File: config.mk
export PLATFORM = sky130hd
export DESIGN_NAME = twp_top
export DESIGN_NICKNAME = d
export VERILOG_FILES = /design/src/rtl/twp_pkg.sv /design/src/rtl/twp_presc_if.sv /design/src/rtl/twp_prescaler.sv /design/src/rtl/twp_top.sv
export SDC_FILE = /design/constraint.sdc
export NUM_CORES = 1
export LEC_CHECK = 0
export BUFFER_PORTS_ARGS = -buffer_cell sky130_fd_sc_hd__buf_2
export CORE_MARGIN = 4
export CORE_UTILIZATION = 54
export DETAILED_ROUTE_END_ITERATION = 7
export PLACE_DENSITY = 0.89
export SYNTH_ARGS = -nofsm -noshare
export SYNTH_HDL_FRONTEND = slang
export SYNTH_SLANG_ARGS = --single-unit
File: constraint.sdc
create_clock -name clk_sys -period 2.15 [get_ports clk_sys]
set_input_delay 0.3225 -clock clk_sys [delete_from_list [all_inputs] [get_ports clk_sys]]
set_output_delay 0.3225 -clock clk_sys [all_outputs]
set_load 0.02 [all_outputs]
File: src/rtl/twp_pkg.sv
package twp_pkg;

  // register byte offsets on the apb bus
  localparam logic [7:0] OFS_OPTION = 8'h00;
  localparam logic [7:0] OFS_COUNT  = 8'h04;
  localparam logic [7:0] OFS_STATUS = 8'h08;
  localparam logic [7:0] OFS_CMD    = 8'h0C;

  // option register fields
  localparam int OPT_WDT_EN_BIT = 6;
  localparam int OPT_SRC_BIT    = 5;
  localparam int OPT_EDGE_BIT   = 4;
  localparam int OPT_PRESCALER_ASSIGN_BIT_BIT   = 3;
  localparam int OPT_RATE_LSB   = 0;
  localparam int OPT_RATE_W     = 3;
  localparam logic [7:0] OPT_RST = 8'hBF;

  // status fields
  localparam int STAT_PD_BIT = 3;
  localparam int STAT_TO_BIT = 4;

  // command register bits
  localparam int CMD_CLRWDT_BIT = 0;
  localparam int CMD_POWER_DOWN_INSTRUCTION_BIT  = 1;

  // clock ratios and counter widths
  localparam int CNT_DIV  = 4;
  localparam int WDT_DIV  = 16;
  localparam int WDT_BITS = 15;
  localparam int PRE_BITS = 8;

endpackage : twp_pkg

File: src/rtl/twp_presc_if.sv
`timescale 1ns/1ps
interface twp_presc_if;
  logic       tick_in;
  logic       clr;
  logic [2:0] rate;
  logic       wdt_mode;
  logic       tick_out;

  modport owner (output tick_in, output clr, output rate,
                 output wdt_mode, input tick_out);
  modport presc (input tick_in, input clr, input rate,
                 input wdt_mode, output tick_out);
endinterface : twp_presc_if

File: src/rtl/twp_prescaler.sv
`timescale 1ns/1ps
module twp_prescaler
  import twp_pkg::*;
(
  // clock and reset
  input wire logic clk_sys,
  input wire logic rst_sync_b,
  // shared prescaler port
  twp_presc_if.presc pif
);

  logic [PRE_BITS-1:0] cnt_ff;
  logic [PRE_BITS-1:0] nxt_cnt;
  logic [PRE_BITS:0]   span;
  logic [PRE_BITS-1:0] mask;

  // watchdog divides by 2^n, timer by 2^(n+1)
  always_comb
  begin
    span = (pif.wdt_mode) ? ((PRE_BITS+1)'(1) << pif.rate)
                          : ((PRE_BITS+1)'(2) << pif.rate);
    mask = span[PRE_BITS-1:0] - 8'h01;
    pif.tick_out = pif.tick_in && ((cnt_ff & mask) == mask);
    nxt_cnt = cnt_ff;
    if (pif.clr)
      nxt_cnt = '0;
    else if (pif.tick_in)
      nxt_cnt = cnt_ff + 8'h01;
  end

  always_ff @(posedge clk_sys or negedge rst_sync_b)
  begin
    if (!rst_sync_b)
      cnt_ff <= '0;
    else
      cnt_ff <= nxt_cnt;
  end
endmodule : twp_prescaler

File: src/rtl/twp_top.sv
// Chosen here: the APB slave port and the register addresses.
`timescale 1ns/1ps
// Overview of operation
// - count register steps on source or prescaler
// - source is clock divided four or pin
// - watchdog is 15-bit counter at clock/16
// - watchdog expiry resets the microcontroller
// - prescaler may lengthen watchdog up to 128
// - reset and clear command zero watchdog
// - those also clear prescaler when watchdog-assigned
// - option register is write-only, full writes
// - option bit 6 enables the watchdog
// - power-down flag bit 3, timeout bit 4
// - bit 3 assigns prescaler, bits 2:0 rate
// - external count edge rising or falling
// - bit 5 source select, bit 4 edge
// - timer rate code 011 divides by sixteen
// - reset sets option ones except enable bit
module twp_top
  import twp_pkg::*;
#(
  // watchdog length; a quick bench may shorten it
  parameter int WDT_W = WDT_BITS
)
(
  // clock and reset
  input  wire logic        clk_sys,
  input  wire logic        rst_b,
  // apb slave
  input  wire logic        psel,
  input  wire logic        penable,
  input  wire logic        pwrite,
  input  wire logic [7:0]  paddr,
  input  wire logic [31:0] pwdata,
  output logic      [31:0] prdata,
  output logic             pready,
  output logic             pslverr,
  // count pin
  input  wire logic        external_count_input,
  // to the core
  output logic             wdt_reset,
  output logic             power_down_flag,
  output logic             timeout_flag
);

  localparam logic [1:0] DIV4_LAST  = 2'(CNT_DIV - 1);
  localparam logic [3:0] DIV16_LAST = 4'(WDT_DIV - 1);

  twp_presc_if pif ();

  // reset release through two flops
  logic rst_meta_ff;
  logic rst_sync_b;
  always_ff @(posedge clk_sys or negedge rst_b)
  begin
    if (!rst_b)
    begin
      rst_meta_ff <= 1'b0;
      rst_sync_b  <= 1'b0;
    end
    else
    begin
      rst_meta_ff <= 1'b1;
      rst_sync_b  <= rst_meta_ff;
    end
  end

  // state
  logic [7:0]          opt_ff,    nxt_opt;
  logic [7:0]          count_ff,  nxt_count;
  logic [WDT_W-1:0]    wdt_ff,    nxt_wdt;
  logic [1:0]          div4_ff,   nxt_div4;
  logic [3:0]          div16_ff,  nxt_div16;
  logic                pin_ff,    nxt_pin;
  logic                pd_ff,     nxt_pd;
  logic                to_ff,     nxt_to;
  logic                wrst_ff,   nxt_wrst;
  logic [31:0]         rdata_ff,  nxt_rdata;
  logic                rdy_ff,    nxt_rdy;
  logic                err_ff,    nxt_err;

  // decode
  logic acc, wr, rd, hit_opt, hit_cnt, hit_stat, hit_cmd, mapped;
  logic cmd_clr, cmd_pd, tick4, tick16, edge_seen, src_evt;
  logic wdt_en, prescaler_assign_bit, wdt_ovf, wdt_tmo, presc_clr;

  always_comb
  begin
    acc      = psel && penable && rdy_ff;
    wr       = acc && pwrite;
    rd       = acc && !pwrite;
    hit_opt  = (paddr == OFS_OPTION);
    hit_cnt  = (paddr == OFS_COUNT);
    hit_stat = (paddr == OFS_STATUS);
    hit_cmd  = (paddr == OFS_CMD);
    mapped   = hit_opt || hit_cnt || hit_stat || hit_cmd;
    cmd_clr  = wr && hit_cmd && pwdata[CMD_CLRWDT_BIT];
    cmd_pd   = wr && hit_cmd && pwdata[CMD_POWER_DOWN_INSTRUCTION_BIT];
    wdt_en   = opt_ff[OPT_WDT_EN_BIT];
    prescaler_assign_bit     = opt_ff[OPT_PRESCALER_ASSIGN_BIT_BIT];
    tick4    = (div4_ff == DIV4_LAST);
    tick16   = (div16_ff == DIV16_LAST);
    // pin is already synchronous; edge taken against last sample
    edge_seen = opt_ff[OPT_EDGE_BIT]
              ? (external_count_input && !pin_ff)
              : (!external_count_input && pin_ff);
    src_evt  = opt_ff[OPT_SRC_BIT] ? edge_seen : tick4;
    wdt_ovf  = wdt_en && tick16 && (&wdt_ff);
    wdt_tmo  = prescaler_assign_bit ? pif.tick_out : wdt_ovf;
    presc_clr = prescaler_assign_bit && (cmd_clr || cmd_pd || wdt_tmo);
  end

  // prescaler hookup
  assign pif.tick_in  = prescaler_assign_bit ? wdt_ovf : src_evt;
  assign pif.clr      = presc_clr;
  assign pif.rate     = opt_ff[OPT_RATE_LSB +: OPT_RATE_W];
  assign pif.wdt_mode = prescaler_assign_bit;

  twp_prescaler u_presc (
    .clk_sys    (clk_sys),
    .rst_sync_b (rst_sync_b),
    .pif        (pif)
  );

  // counters, option register, flags
  always_comb
  begin
    nxt_div4  = div4_ff + 2'h1;
    nxt_div16 = div16_ff + 4'h1;
    nxt_pin   = external_count_input;
    nxt_opt   = opt_ff;
    nxt_count = count_ff;
    nxt_wdt   = wdt_ff;
    nxt_pd    = pd_ff;
    nxt_to    = to_ff;
    nxt_wrst  = 1'b0;
    if (!prescaler_assign_bit ? pif.tick_out : src_evt)
      nxt_count = count_ff + 8'h01;
    if (wr && hit_cnt)
      nxt_count = pwdata[7:0];
    // only a whole-word write or an expiry changes the option register
    if (wr && hit_opt)
      nxt_opt = pwdata[7:0];
    if (wdt_en && tick16)
      nxt_wdt = wdt_ff + WDT_W'(1);
    if (cmd_clr)
    begin
      nxt_wdt = '0;
      nxt_pd  = 1'b1;
      nxt_to  = 1'b1;
    end
    if (cmd_pd)
    begin
      nxt_wdt = '0;
      nxt_pd  = 1'b0;
      nxt_to  = 1'b1;
    end
    // expiry outranks a same-cycle clear so the event is never lost
    if (wdt_tmo)
    begin
      nxt_wrst = 1'b1;
      nxt_wdt  = '0;
      nxt_opt  = OPT_RST;
      nxt_to   = 1'b0;
    end
  end

  always_ff @(posedge clk_sys or negedge rst_sync_b)
  begin
    if (!rst_sync_b)
    begin
      opt_ff   <= OPT_RST;
      count_ff <= '0;
      wdt_ff   <= '0;
      div4_ff  <= '0;
      div16_ff <= '0;
      pin_ff   <= 1'b0;
      pd_ff    <= 1'b1;
      to_ff    <= 1'b1;
      wrst_ff  <= 1'b0;
    end
    else
    begin
      opt_ff   <= nxt_opt;
      count_ff <= nxt_count;
      wdt_ff   <= nxt_wdt;
      div4_ff  <= nxt_div4;
      div16_ff <= nxt_div16;
      pin_ff   <= nxt_pin;
      pd_ff    <= nxt_pd;
      to_ff    <= nxt_to;
      wrst_ff  <= nxt_wrst;
    end
  end

  // apb: one wait state, pready raised on the second access cycle
  always_comb
  begin
    nxt_rdy   = psel && penable && !rdy_ff;
    nxt_rdata = '0;
    nxt_err   = 1'b0;
    if (psel && penable && !rdy_ff)
    begin
      nxt_err = !mapped;
      if (!pwrite && hit_cnt)
        nxt_rdata = {24'h000000, count_ff};
      else if (!pwrite && hit_stat)
      begin
        nxt_rdata[STAT_PD_BIT] = pd_ff;
        nxt_rdata[STAT_TO_BIT] = to_ff;
      end
    end
  end

  always_ff @(posedge clk_sys or negedge rst_sync_b)
  begin
    if (!rst_sync_b)
    begin
      rdy_ff   <= 1'b0;
      rdata_ff <= '0;
      err_ff   <= 1'b0;
    end
    else
    begin
      rdy_ff   <= nxt_rdy;
      rdata_ff <= nxt_rdata;
      err_ff   <= nxt_err;
    end
  end

  assign prdata          = rdata_ff;
  assign pready          = rdy_ff;
  assign pslverr         = err_ff;
  assign wdt_reset       = wrst_ff;
  assign power_down_flag = pd_ff;
  assign timeout_flag    = to_ff;
endmodule : twp_top

==> impl_results.md, run 1 <==
- Worst-case reg-to-reg path depth: 13
- Failing checks: negative setup slack
- Post-layout instance count excluding filler cells: a little under 500
- CTS H-tree lvls: 3
- Width of the die: ~90 um
- CTS Buf Count: 9
- Area of the die: 7650 um2
- CP max stage delay: 0.53 ns
- Maximum fanout along the worst path: 6
- Clk sink count: 60
- Drt initial violations: roughly 170
- Gr usage total: 0.215
- Critical Path Slowest Stage Cell: dfstp_2
- Tcrit/Tclk final: 1.25
- Hold WC Path Type: in -> reg
- Setup ws final: -0.539 ns
- Setup crit end kind: register
- Max transition margin: 0.563
- Net Sw Power: between 800 and 900 uW
- Crit Path Class: reg -> reg
- DRC: 0
- Antenna cell count: 0
- Max cap viols: 0
- CTS tree: done
- First-pass GRT wire length: about 13 mm
- DR pass1 iterations: 4
- Core area: ~6000 um2
- CTS Buffer Depth: 2
- Sequential fraction of design power: 0.488
- Setup TNS: -18.30 ns
- Worst path cell trace: inv_2 -> ha_4 -> nand2_4 -> ha_4 -> buf_4 -> nor3b_2 -> o21ai_1 -> a221oi_2 -> nor3_4 -> a22o_4 -> buf_6 -> mux2_4 -> nand2_2
- Fin. max-slew vios: 0
- Final WL: 7.49 mm
- Via count: 2,774
- Number of fill cells: 429
- Logic pwr share: 0.152
- Clock Pin Slew Worst Setup and Hold Paths: 0.06 ns
- Net Sw Frac: 0.282
- Final nets: 467
- R2r endpoint: count_ff[2]$_DFFE_PN0P_
- Area delta synth->final: 22.1%
- IO Pins: 83
- Power density over the cells: 691 nW/um2
- Worst Skew: 0.00643 ns
- HP Start: external_count_input
- Hold endpoint: pin_ff$_DFF_PN0_
- Final core occ: 0.690
- Hold depth: 1
- Clk Latency, worst-skew pair: 0.33 ns
- Sequential element share of the synthesized area: 0.443
- DP Wirelength: 5.31 mm
- Antenna Nets Post-Route: 0
- Largest net degree at the start of global routing: 33
- Final setup vio count: 39
- Worst r2r src: opt_ff[0]$_DFFE_PN1P_
- CP top delay family: compound AO/OA/AOI/OAI gates
- Clock Tree Root: clkbuf_8
- Cell Area, Synth: 3410 um2
- Place WS: -0.611 ns
- Synth async-reset ratio: 1.00
- Fin. Hold Viols: 0
- RSZ-0062 raised after global routing: true
- Minimum clock period: 2.69 ns
- Buffers & Inverters on Critical Path: 3
- Dpl cells: around 470
- Total grt overflow: 0
- Layout cells sized above 1: 0.326
- Initial antenna violation count: 0
- Cell-internal power: 2060 uW
- Post-synth cell types: 63
- Row count: 28
- Peak supply drop: 0.607 mV
- Die height: 87.4 um
- Setup crit start kind: register
- Syn Area/Cell: ~10 um2
- PnR Total Power: 2870 uW
- Vias in the first global route: 2,764
- Ys Warns: 0
- Highest Clock Rate: 372 MHz
- Post-synth EDFFs: 0
- Status: finished, violations left
- Routability Congestion: 0.843
- Worst EP arrival: about 3.0 ns
- FF-to-FF setup slack: -0.54 ns
- Post-synth top flop: dfrtp_1
- Synth Register Bits: 60
- Crit path top cell by count: ha_4
- Post-Synthesis Cells: 347
- Vias per cell: 5.64
- Worst Tran Pin Value: 0.656 ns
- Initial Utilization: 0.566
- WL per Instance: around 15 um
- Leakage Power: 0.00187 uW
- Clock power frac: 0.359
- I/O Buffers: 34
- Req. time, crit path: 2.42 ns
## routing by layer
metal	wire, um	GRT usage	up-vias
met2	4040	0.371	82
met5	0	0	-
li1	-	-	1315
met3	444	0.0672	16
met4	139	0.0697	0
met1	2870	0.253	1361
## cells in the mapped netlist, drive strengths merged, types with 2 or more instances
cell     number  share of area
dfrtp        52           0.38
buf          32          0.066
nor2         29          0.033
nand2        26          0.029
and3         17          0.032
nor3         17          0.030
nand3        16          0.023
and2         11          0.020
xnor2        11          0.028
xor2         11          0.028
a21oi        10          0.016
o21ai         9          0.013
a31oi         8          0.019
dfstp         8          0.062
ha            8          0.029
inv           7         0.0077
nand4         7          0.015
a211o         6          0.015
mux2i         6          0.018
nor2b         5         0.0092
clkbuf        4         0.0044
nand2b        4         0.0081
a22oi         3         0.0081
and4          3         0.0081
nand3b        3         0.0066
nor3b         3         0.0066
nor4          3         0.0073
a2111oi       2         0.0088
a211oi        2         0.0044
conb          2         0.0022
mux2          2         0.0077
nor4b         2         0.0051
o22a          2         0.0055
or3           2         0.0037
or4           2         0.0044
## cell type report
type	count	area [um2]	area share
clock buffers	14	173	0.0415
multi-input cells	267	1880	0.451
flip-flops and latches	60	1510	0.364
inverters	7	26.3	0.00632
repair buffers	68	448	0.108
well taps	75	93.8	0.0226
clock inverters	1	30.0	0.00722
## cell families (layout without fill, tap and decap cells)
group | Yosys count | after routing | share of synthesized area
AOI/OAI and AO/OA | 51 | 51 | 0.117
xor gates and xnor gates | 22 | 22 | 0.0565
adders and majority gates | 8 | 8 | 0.0294
buffers and inverters | 43 | 90 | 0.0782
DFF | 60 | 60 | 0.443
muxes | 8 | 8 | 0.0253
other | 2 | 25 | 0.00220
and+or+nand+nor | 153 | 153 | 0.247
## per-stage QoR
step,instance area (um2),hold slack [ns]
final,4160,0.117
after global routing,4160,0.104
after CTS,4100,0.105
after detailed placement,3830,0.109
after global placement,3830,0.108
after floorplan,3610,0.0269
## layout by cell type, fill, tap and decap left out, types with 3 or more instances in the layout
cell and instances:
buf_4 30, o21ai_1 6, nand4_1 6, a211o_1 6, dfstp_2 8, and2_1 11, mux2i_1 5, a21oi_1 7
ha_1 5, nand2_1 22, and3_1 16, a31oi_1 7, inv_1 6, nor2_1 26, nor3_2 11, nand2b_1 3
clkbuf_8 12, dfrtp_1 51, xor2_1 11, nand3_1 16, nor2b_1 5, nand3b_1 3, conb_1 25, buf_2 34
nand2_2 3, xnor2_1 10, nor3_1 5
## worst register-to-register path, stage by stage, from the launching register on
cell	delay [ns]
dfstp_2	0.53
inv_2	0.04
ha_4	0.27
nand2_4	0.05
ha_4	0.19
buf_4	0.13
nor3b_2	0.15
o21ai_1	0.09
a221oi_2	0.31
nor3_4	0.11
a22o_4	0.27
buf_6	0.12
mux2_4	0.29
nand2_2	0.06
## how the worst max path moves through the flow
stage	startpoint	to	slack, ns	depth (start not counted)
after floorplan	opt_ff[0]$_DFFE_PN1P_	count_ff[4]$_DFFE_PN0P_	-0.52	13
after global placement	opt_ff[0]$_DFFE_PN1P_	count_ff[4]$_DFFE_PN0P_	-0.51	11
after detailed placement	opt_ff[0]$_DFFE_PN1P_	count_ff[4]$_DFFE_PN0P_	-0.61	11
after CTS	opt_ff[0]$_DFFE_PN1P_	count_ff[7]$_DFFE_PN0P_	-0.50	11
after global routing	opt_ff[0]$_DFFE_PN1P_	count_ff[7]$_DFFE_PN0P_	-0.66	11
final	opt_ff[0]$_DFFE_PN1P_	count_ff[2]$_DFFE_PN0P_	-0.54	13
## state kept, by name (all words and copies together), names as in the netlist
signal and count:
u_presc.cnt_ff 8, pin_ff 1, div16_ff 4, count_ff 8
power_down_flag 1, timeout_flag 1, rst_sync_b 1, wdt_reset 1
rst_meta_ff 1, div4_ff 2, prdata 8, pready 1
opt_ff 7, wdt_ff 15, pslverr 1
## power groups by stage
stage / clock network [uW] / logic (uW) / registers (uW)
CTS: 1060 / 403 / 1400
global route: 1110 / 485 / 1420
global placement: 0 / 356 / 1400
finish: 1030 / 438 / 1400
detailed placement: 0 / 375 / 1410
floorplan: 0 / 315 / 1370
## what timing repair did
item	CTS	global route
endpoints found under the setup margin	39	39
resized for setup	8	10
endpoints found under the hold margin	2	0
setup buffers	2	2
cloned	0	0
pin swaps	8	8
hold buffers	1	0
Note: power is estimated with default switching activity, not from simulation.
==> inputs of run 2 (changes only) <==
--- a/config.mk
+++ b/config.mk
@@ -6,10 +6,11 @@
 export NUM_CORES = 1
 export LEC_CHECK = 0
 export BUFFER_PORTS_ARGS = -buffer_cell sky130_fd_sc_hd__buf_2
-export CORE_MARGIN = 4
-export CORE_UTILIZATION = 54
+export CORE_MARGIN = 2
+export CORE_UTILIZATION = 56
+export CTS_BUF_LIST = sky130_fd_sc_hd__clkbuf_4 sky130_fd_sc_hd__clkbuf_8
 export DETAILED_ROUTE_END_ITERATION = 7
-export PLACE_DENSITY = 0.89
+export PLACE_DENSITY = 0.91
 export SYNTH_ARGS = -nofsm -noshare
 export SYNTH_HDL_FRONTEND = slang
 export SYNTH_SLANG_ARGS = --single-unit
==> constraint.sdc (replaced) <==
create_clock -name clk_sys -period 2.5 [get_ports clk_sys]
set_input_delay 0.375 -clock clk_sys [delete_from_list [all_inputs] [get_ports clk_sys]]
set_output_delay 0.375 -clock clk_sys [all_outputs]
set_load 0.02 [all_outputs]
==> run 2 against run 1 <==
The flow still finishes with violations (negative setup slack). Critical path type unchanged. Power down 18%. Critical path depth decreased by 1. Non-clock buffer count fell by 8.
==> impl_results.md, run 2 (synthesis results as in run 1) <==
- Status: finished, violations left (unchanged)
- Failing checks: negative setup slack (unchanged)
- Final WL: 7.88 mm (was 7.49 mm)
- CTS Buf Count: 9 (unchanged)
- Total grt overflow: 0 (unchanged)
- DP Wirelength: 5.18 mm (was 5.31 mm)
- IO Pins: 83 (unchanged)
- Tcrit/Tclk final: 1.12 (was 1.25)
- Clk sink count: 60 (unchanged)
- CTS Buffer Depth: 2 (unchanged)
- Worst Skew: 0.0132 ns (was 0.00643 ns)
- CP max stage delay: 0.54 ns (was 0.53 ns)
- Biggest register: wdt_ff (unchanged)
- Area delta synth->final: 20.8% (was 22.1%)
- Fin. Hold Viols: 0 (unchanged)
- Leakage Power: 0.00183 uW (was 0.00187 uW)
- Minimum clock period: 2.79 ns (was 2.69 ns)
- DRC: 0 (unchanged)
- Die height: 82.0 um (was 87.4 um)
- Worst EP arrival: 3.02 ns (was 2.96 ns)
- Setup crit end kind: register (unchanged)
- WL per Instance: 16.2 um (was 15.2 um)
- Buffers & Inverters on Critical Path: 2 (was 3)
- RSZ-0062 raised after global routing: true (unchanged)
- Drt initial violations: 249 (was 174)
- I/O Buffers: 34 (unchanged)
- DR pass1 iterations: 4 (unchanged)
- Critical Path Slowest Stage Cell: dfstp_2 (unchanged)
- First-pass GRT wire length: 12.8 mm (was 12.9 mm)
- Number of flip-flops under the largest register name: 15 (unchanged)
- Clk Latency, worst-skew pair: 0.36 ns (was 0.33 ns)
- CTS H-tree lvls: 3 (unchanged)
- Clock Pin Slew Worst Setup and Hold Paths: 0.08 ns (was 0.06 ns)
- Vias in the first global route: 2,730 (was 2,764)
- Setup ws final: -0.289 ns (was -0.539 ns)
- Worst path cell trace: inv_2 -> ha_4 -> nand2_4 -> ha_4 -> o22a_1 -> o21ai_1 -> nor4_2 -> and2_1 -> nand2_4 -> a21oi_4 -> clkbuf_16 -> nor3_2 (was inv_2 -> ha_4 -> nand2_4 -> ha_4 -> buf_4 -> nor3b_2 -> o21ai_1 -> a221oi_2 -> nor3_4 -> a22o_4 -> buf_6 -> mux2_4 -> nand2_2)
- Fin. max-slew vios: 0 (unchanged)
- Max transition margin: 0.591 (was 0.563)
- Power density over the cells: 571 nW/um2 (was 691 nW/um2)
- Core area: 5890 um2 (was 6030 um2)
- Via count: 2,787 (was 2,774)
- Peak supply drop: 0.448 mV (was 0.607 mV)
- Max cap viols: 0 (unchanged)
- Largest net degree at the start of global routing: 33 (unchanged)
- CTS tree: done (unchanged)
- Area of the die: 6730 um2 (was 7650 um2)
- Clock Tree Root: clkbuf_8 (unchanged)
- Hold WC Path Type: in -> reg (unchanged)
- Initial Utilization: 0.579 (was 0.566)
- Final nets: 459 (was 467)
- Setup crit start kind: register (unchanged)
- Layout cells sized above 1: 0.320 (was 0.326)
- Req. time, crit path: 2.73 ns (was 2.42 ns)
- Crit Path Class: reg -> reg (unchanged)
- Highest Clock Rate: 359 MHz (was 372 MHz)
- Routability Congestion: 0.807 (was 0.843)
- Most frequent cells in the layout: 51 x dfrtp_1, 34 x buf_2, 27 x nor2_1, 25 x conb_1, 22 x nand2_1 (was 51 x dfrtp_1, 34 x buf_2, 30 x buf_4, 26 x nor2_1, 25 x conb_1)
- PnR Total Power: 2350 uW (was 2870 uW)
- Final core occ: 0.700 (was 0.690)
- Gr usage total: 0.254 (was 0.215)
- Vias per cell: 5.75 (was 5.64)
- Worst Tran Pin Value: 0.613 ns (was 0.656 ns)
- Maximum fanout along the worst path: 8 (was 6)
- Width of the die: 82.0 um (was 87.4 um)
- CP top delay family: simple AND/OR/NAND/NOR gates (was compound AO/OA/AOI/OAI gates)
- Commonest non-fill, non-tap cell in the layout: dfrtp_1 (unchanged)
- Initial antenna violation count: 0 (unchanged)
- Final setup vio count: 39 (unchanged)
- Antenna Nets Post-Route: 0 (unchanged)
- Antenna cell count: 0 (unchanged)
- Row count: 28 (unchanged)
run 2: report_power, final:
part           internal (uW)  total, uW  switching [uW]
clock network            361        790             428
registers               1060       1210             142
logic                    161        353             192
total                   1590       2350             762
run 2: through the flow:
step                      hold slack [ns]  instances  TNS [ns]  setup slack [ns]  area [um2]
after floorplan                    0.0794        370     -2.36            -0.170        3610
after global routing                0.159        485    -12.32            -0.373        4120
after CTS                           0.153        483     -4.81            -0.210        4050
after global placement              0.160        466     -4.34            -0.151        3800
after detailed placement            0.162        466     -6.75            -0.257        3800
final                               0.165        485     -9.20            -0.289        4120
run 2: worst paths after layout:
check,start,end,slack [ns],cells past startpoint
worst max-delay path,opt_ff[0]$_DFFE_PN1P_,wdt_ff[12]$_DFFE_PN0P_,-0.29,12
worst min-delay path,external_count_input,pin_ff$_DFF_PN0_,0.17,1
worst max register to register,opt_ff[0]$_DFFE_PN1P_,wdt_ff[12]$_DFFE_PN0P_,-0.29,12
worst min register to register,rst_sync_b$_DFF_PN0_,div4_ff[0]$_DFF_PN0_,0.28,0
max in group asynchronous,rst_sync_b$_DFF_PN0_,timeout_flag$_DFFE_PN1P_,1.57,1
min in group asynchronous,rst_sync_b$_DFF_PN0_,div4_ff[0]$_DFF_PN0_,0.28,0
run 2: layout make-up:
class / count / area, um2
clock buffer: 9 / 124
clock inverter: 7 / 52.6
fill: 415 / 1770
inverter: 7 / 26.3
multi-input combinational: 267 / 1880
sequential: 60 / 1510
tap: 75 / 93.8
timing repair buffer: 60 / 429
run 2: metal layers:
layer	routed length [um]	share of wire	GRT usage	vias up
met2	4200	0.53	0.431	87
met1	3160	0.40	0.300	1371
met5	0	0	0	-
li1	-	-	-	1309
met3	296	0.038	0.0626	20
met4	226	0.029	0.123	0
run 2: timing repair:
item / CTS / global route
setup buffers: 0 / 1
pin swaps: 14 / 4
resized for setup: 11 / 9
hold endpoints to repair: 2 / 0
hold buffers: 1 / 0
cloned: 0 / 1
endpoints found under the setup margin: 39 / 39
==> inputs of run 3 (changes only) <==
--- a/config.mk
+++ b/config.mk
@@ -7,10 +7,11 @@
 export LEC_CHECK = 0
 export BUFFER_PORTS_ARGS = -buffer_cell sky130_fd_sc_hd__buf_2
 export CORE_MARGIN = 2
-export CORE_UTILIZATION = 56
+export CORE_UTILIZATION = 55
 export CTS_BUF_LIST = sky130_fd_sc_hd__clkbuf_4 sky130_fd_sc_hd__clkbuf_8
 export DETAILED_ROUTE_END_ITERATION = 7
-export PLACE_DENSITY = 0.91
+export PLACE_DENSITY = 0.9
 export SYNTH_ARGS = -nofsm -noshare
 export SYNTH_HDL_FRONTEND = slang
+export SYNTH_HIERARCHICAL = 1
 export SYNTH_SLANG_ARGS = --single-unit
==> run 3 against run 2 <==
The flow still finishes with violations (negative setup slack). Area after synthesis fell by 0.70%. Global-route usage rose by 3.7 points. Clock-buffer cell count up 3. Sequential share of layout area shrank 2.3 points. Setup slack lost 0.23 ns. Largest power group is now combinational logic. Synthesized cell count is 1.4% lower. Sequential cell count did not move. Power is 57% higher. Cell count is 4.3% higher. First-iteration DRC count fell by 7.2%. Combinational power increased to 3.9 times the previous value. Clock skew hardly changed.
==> impl_results.md, run 3 <==
- Core area: 5920 um2 (was 5890 um2)
- RSZ-0062 raised after global routing: true (unchanged)
- Layout cells sized above 1: 0.404 (was 0.320)
- PnR Total Power: 3690 uW (was 2350 uW)
- Via count: 2,892 (was 2,787)
- Vias per cell: 5.72 (was 5.75)
- DRC: 0 (unchanged)
- Tcrit/Tclk final: 1.21 (was 1.12)
- Final setup vio count: 40 (was 39)
- Fin. Hold Viols: 0 (unchanged)
- First-pass GRT wire length: 14.4 mm (was 12.8 mm)
- Setup ws final: -0.524 ns (was -0.289 ns)
- Area leader, netlist: dfrtp_1 (unchanged)
- DR pass1 iterations: 4 (unchanged)
- Initial Utilization: 0.572 (was 0.579)
- Largest cells by area after synthesis: dfrtp_1 38%, dfstp_2 6.2%, buf_4 5.5% (was dfrtp_1 38%, dfstp_2 6.2%, buf_4 5.7%)
- Worst path cell trace: ha_2 -> nand4_1 -> nor4_4 -> nand2_1 -> o21ai_4 -> o21ai_2 -> nor3_2 -> o311ai_2 -> nor4_4 -> nor2b_4 -> buf_4 -> o2111ai_2 -> xnor2_1 -> mux2_4 (was inv_2 -> ha_4 -> nand2_4 -> ha_4 -> o22a_1 -> o21ai_1 -> nor4_2 -> and2_1 -> nand2_4 -> a21oi_4 -> clkbuf_16 -> nor3_2)
- Row count: 28 (unchanged)
- Hold WC Path Type: in -> reg (unchanged)
- Post-Synthesis Cells: 342 (was 347)
- Total grt overflow: 0 (unchanged)
- Crit path top cell by count: nor4_4
- Place WS: -0.445 ns (was -0.257 ns)
- Clk sink count: 60 (unchanged)
- Maximum fanout along the worst path: 3 (was 8)
- Final nets: 480 (was 459)
- Setup crit start kind: register (unchanged)
- Crit Path Class: reg -> reg (unchanged)
- Net Sw Frac: 0.378 (was 0.324)
- Area share of the largest cell type after synthesis: 0.384 (was 0.382)
- Worst r2r src: div16_ff[0]$_DFF_PN0_ (was opt_ff[0]$_DFFE_PN1P_)
- Sequential fraction of design power: 0.373 (was 0.514)
- Clk Latency, worst-skew pair: 0.35 ns (was 0.36 ns)
- Worst EP arrival: 3.26 ns (was 3.02 ns)
- Vias in the first global route: 2,990 (was 2,730)
- Clock Pin Slew Worst Setup and Hold Paths: 0.08 ns (about the same)
- Most common cell in the netlist: dfrtp_1 (unchanged)
- Max cap viols: 0 (unchanged)
- Final WL: 9.24 mm (was 7.88 mm)
- Worst Skew: 0.0127 ns (was 0.0132 ns)
- Hold depth: 1 (unchanged)
- Width of the die: 82.4 um (was 82.0 um)
- Clock Tree Root: clkbuf_8 (unchanged)
- Routability Congestion: 0.872 (was 0.807)
- Top cells by count, synth: 52 x dfrtp_1, 36 x nor2_1, 35 x nand2_1, 25 x buf_4, 17 x xor2_1 (was 52 x dfrtp_1, 28 x nor2_1, 26 x buf_4, 25 x nand2_1)
- R2r endpoint: count_ff[4]$_DFFE_PN0P_ (was wdt_ff[12]$_DFFE_PN0P_)
- Post-synth EDFFs: 0 (unchanged)
- Worst-case reg-to-reg path depth: 14 (was 12)
- Sequential element share of the synthesized area: 0.447 (was 0.443)
- Setup crit end kind: register (unchanged)
- Gr usage total: 0.291 (was 0.254)
- Number of flip-flops under the largest register name: 15 (unchanged)
- CP max stage delay: 0.39 ns (was 0.54 ns)
- Cell Area, Synth: 3380 um2 (was 3410 um2)
- Synth Register Bits: 60 (unchanged)
- Critical Path Slowest Stage Cell: dfrtp_1 (was dfstp_2)
- HP Start: external_count_input (unchanged)
- WL per Instance: 18.3 um (was 16.2 um)
- I/O Buffers: 34 (unchanged)
- Initial antenna violation count: 0 (unchanged)
- Drt initial violations: 231 (was 249)
- Most frequent cells in the layout: 51 x dfrtp_1, 42 x buf_4, 34 x buf_2, 27 x nand2_1, 25 x conb_1 (was 51 x dfrtp_1, 34 x buf_2, 27 x nor2_1, 25 x conb_1, 22 x nand2_1)
- Hold endpoint: pin_ff$_DFF_PN0_ (unchanged)
- Failing checks: negative setup slack (unchanged)
- CTS Buffer Depth: 2 (unchanged)
- Area of the die: 6800 um2 (was 6730 um2)
- Antenna Nets Post-Route: 0 (unchanged)
- CTS H-tree lvls: 3 (unchanged)
- FF-to-FF setup slack: -0.52 ns (was -0.29 ns)
- Worst Tran Pin Value: 0.758 ns (was 0.613 ns)
- CTS tree: done (unchanged)
- Die height: 82.4 um (was 82.0 um)
- CTS Buf Count: 9 (unchanged)
- Power density over the cells: 842 nW/um2 (was 571 nW/um2)
- Req. time, crit path: 2.74 ns (was 2.73 ns)
- Logic pwr share: 0.377 (was 0.150)
- Post-synth top flop: dfrtp_1 (unchanged)
- Clock power frac: 0.251 (was 0.336)
- Post-synth cell types: 64 (was 63)
- Cell-internal power: 2300 uW (was 1590 uW)
- Leakage Power: 0.00194 uW (was 0.00183 uW)
- Hold Slack: 0.165 ns (about the same)
- Minimum clock period: 3.02 ns (was 2.79 ns)
- Max transition margin: 0.490 (was 0.591)
- IO Pins: 83 (unchanged)
- Number of fill cells: 366 (was 415)
- Largest net degree at the start of global routing: 33 (unchanged)
- Area delta synth->final: 29.6% (was 20.8%)
- DP Wirelength: 5.32 mm (was 5.18 mm)
- Final core occ: 0.741 (was 0.700)
- Antenna cell count: 0 (unchanged)
- Syn Area/Cell: 9.90 um2 (was 9.82 um2)
- Commonest non-fill, non-tap cell in the layout: dfrtp_1 (unchanged)
- Highest Clock Rate: 331 MHz (was 359 MHz)
- Net Sw Power: 1400 uW (was 762 uW)
- Synth async-reset ratio: 1.00 (unchanged)
- Status: finished, violations left (unchanged)
- Peak supply drop: 0.663 mV (was 0.448 mV)
- Ys Warns: 6 (was 0)
- Fin. max-slew vios: 0 (unchanged)
- Biggest register: wdt_ff (unchanged)
## run 3: cell types whose count changed after synthesis, moves of 5 or more
cell | before | now
nand3_1 | 16 | 11
and3_1 | 16 | 1
buf_6 | 0 | 5
nand2_1 | 25 | 35
o21ai_0 | 7 | 15
a31oi_1 | 7 | 1
a211o_1 | 6 | 1
xor2_1 | 11 | 17
and2_1 | 11 | 6
nor2_1 | 28 | 36
nor3_1 | 15 | 5
## run 3: timing repair
| item | CTS | global route |
|---|---|---|
| gates resized for setup | 47 | 15 |
| endpoints found under the setup margin | 40 | 40 |
| pin swaps | 13 | 5 |
| buffers inserted | 8 | 7 |
| gates cloned | 2 | 0 |
| endpoints found under the hold margin | 2 | 0 |
| hold buffers | 1 | 0 |
## run 3: worst max-delay path: cells and delay by family (launching register included)
family          cells  cell delay, ns
buf+inv             1            0.13
mux                 1            0.26
flops               1            0.39
fa+ha+maj           1            0.20
xor+xnor            1            0.17
compound gates      4            0.55
simple gates        6            1.23
## run 3: logic make-up (layout without fill, tap and decap cells)
logic type	Yosys count	in the layout	synth area share
adders and majority gates	8	8	0.0296
buffers and inverters	47	113	0.0935
other	2	25	0.00222
DFF	60	60	0.447
muxes	10	10	0.0299
xor gates and xnor gates	27	27	0.0699
and+or+nand+nor	136	136	0.214
AOI/OAI and AO/OA	52	52	0.114
## run 3: per-stage QoR
stage	area, um2	instances	TNS (ns)
finish	4390	506	-11.42
global route	4390	506	-18.05
CTS	4290	501	-9.37
detailed placement	3880	479	-10.63
global placement	3880	479	-6.94
floorplan	3560	365	-5.32
## run 3: worst max path at each step
stage | depth (start not counted) | end | slack, ns | startpoint
2_1_floorplan | 14 | u_presc/cnt_ff[5]$_DFFE_PN0P_ | -0.41 | div16_ff[0]$_DFF_PN0_
3_3_place_gp | 12 | count_ff[5]$_DFFE_PN0P_ | -0.37 | external_count_input
3_5_place_dp | 12 | count_ff[4]$_DFFE_PN0P_ | -0.44 | external_count_input
4_1_cts | 13 | count_ff[5]$_DFFE_PN0P_ | -0.46 | div16_ff[0]$_DFF_PN0_
5_1_grt | 13 | u_presc/cnt_ff[5]$_DFFE_PN0P_ | -0.69 | div16_ff[0]$_DFF_PN0_
6_report | 14 | count_ff[4]$_DFFE_PN0P_ | -0.52 | div16_ff[0]$_DFF_PN0_
## run 3: metal layers
metal | track usage | part of all wire
met5 | 0 | 0
met4 | 0.0850 | 0.022
met3 | 0.0696 | 0.048
met2 | 0.541 | 0.55
met1 | 0.328 | 0.38
## run 3: power groups by stage
stage	logic (uW)	registers (uW)	clock network, uW
5_1_grt	1500	1400	966
3_5_place_dp	1200	1370	0
3_3_place_gp	1150	1350	0
6_report	1390	1380	926
4_1_cts	1300	1360	919
2_1_floorplan	869	1350	0
## run 3: layout make-up
cell class              instances  area [um2]  area share
flip-flops and latches         60        1510       0.345
clock inverters                 4        47.5      0.0108
clock buffers                  12         159      0.0362
well taps                      75        93.8      0.0214
multi-input cells             258        1900       0.432
inverters                      11        46.3      0.0106
repair buffers                 86         631       0.144
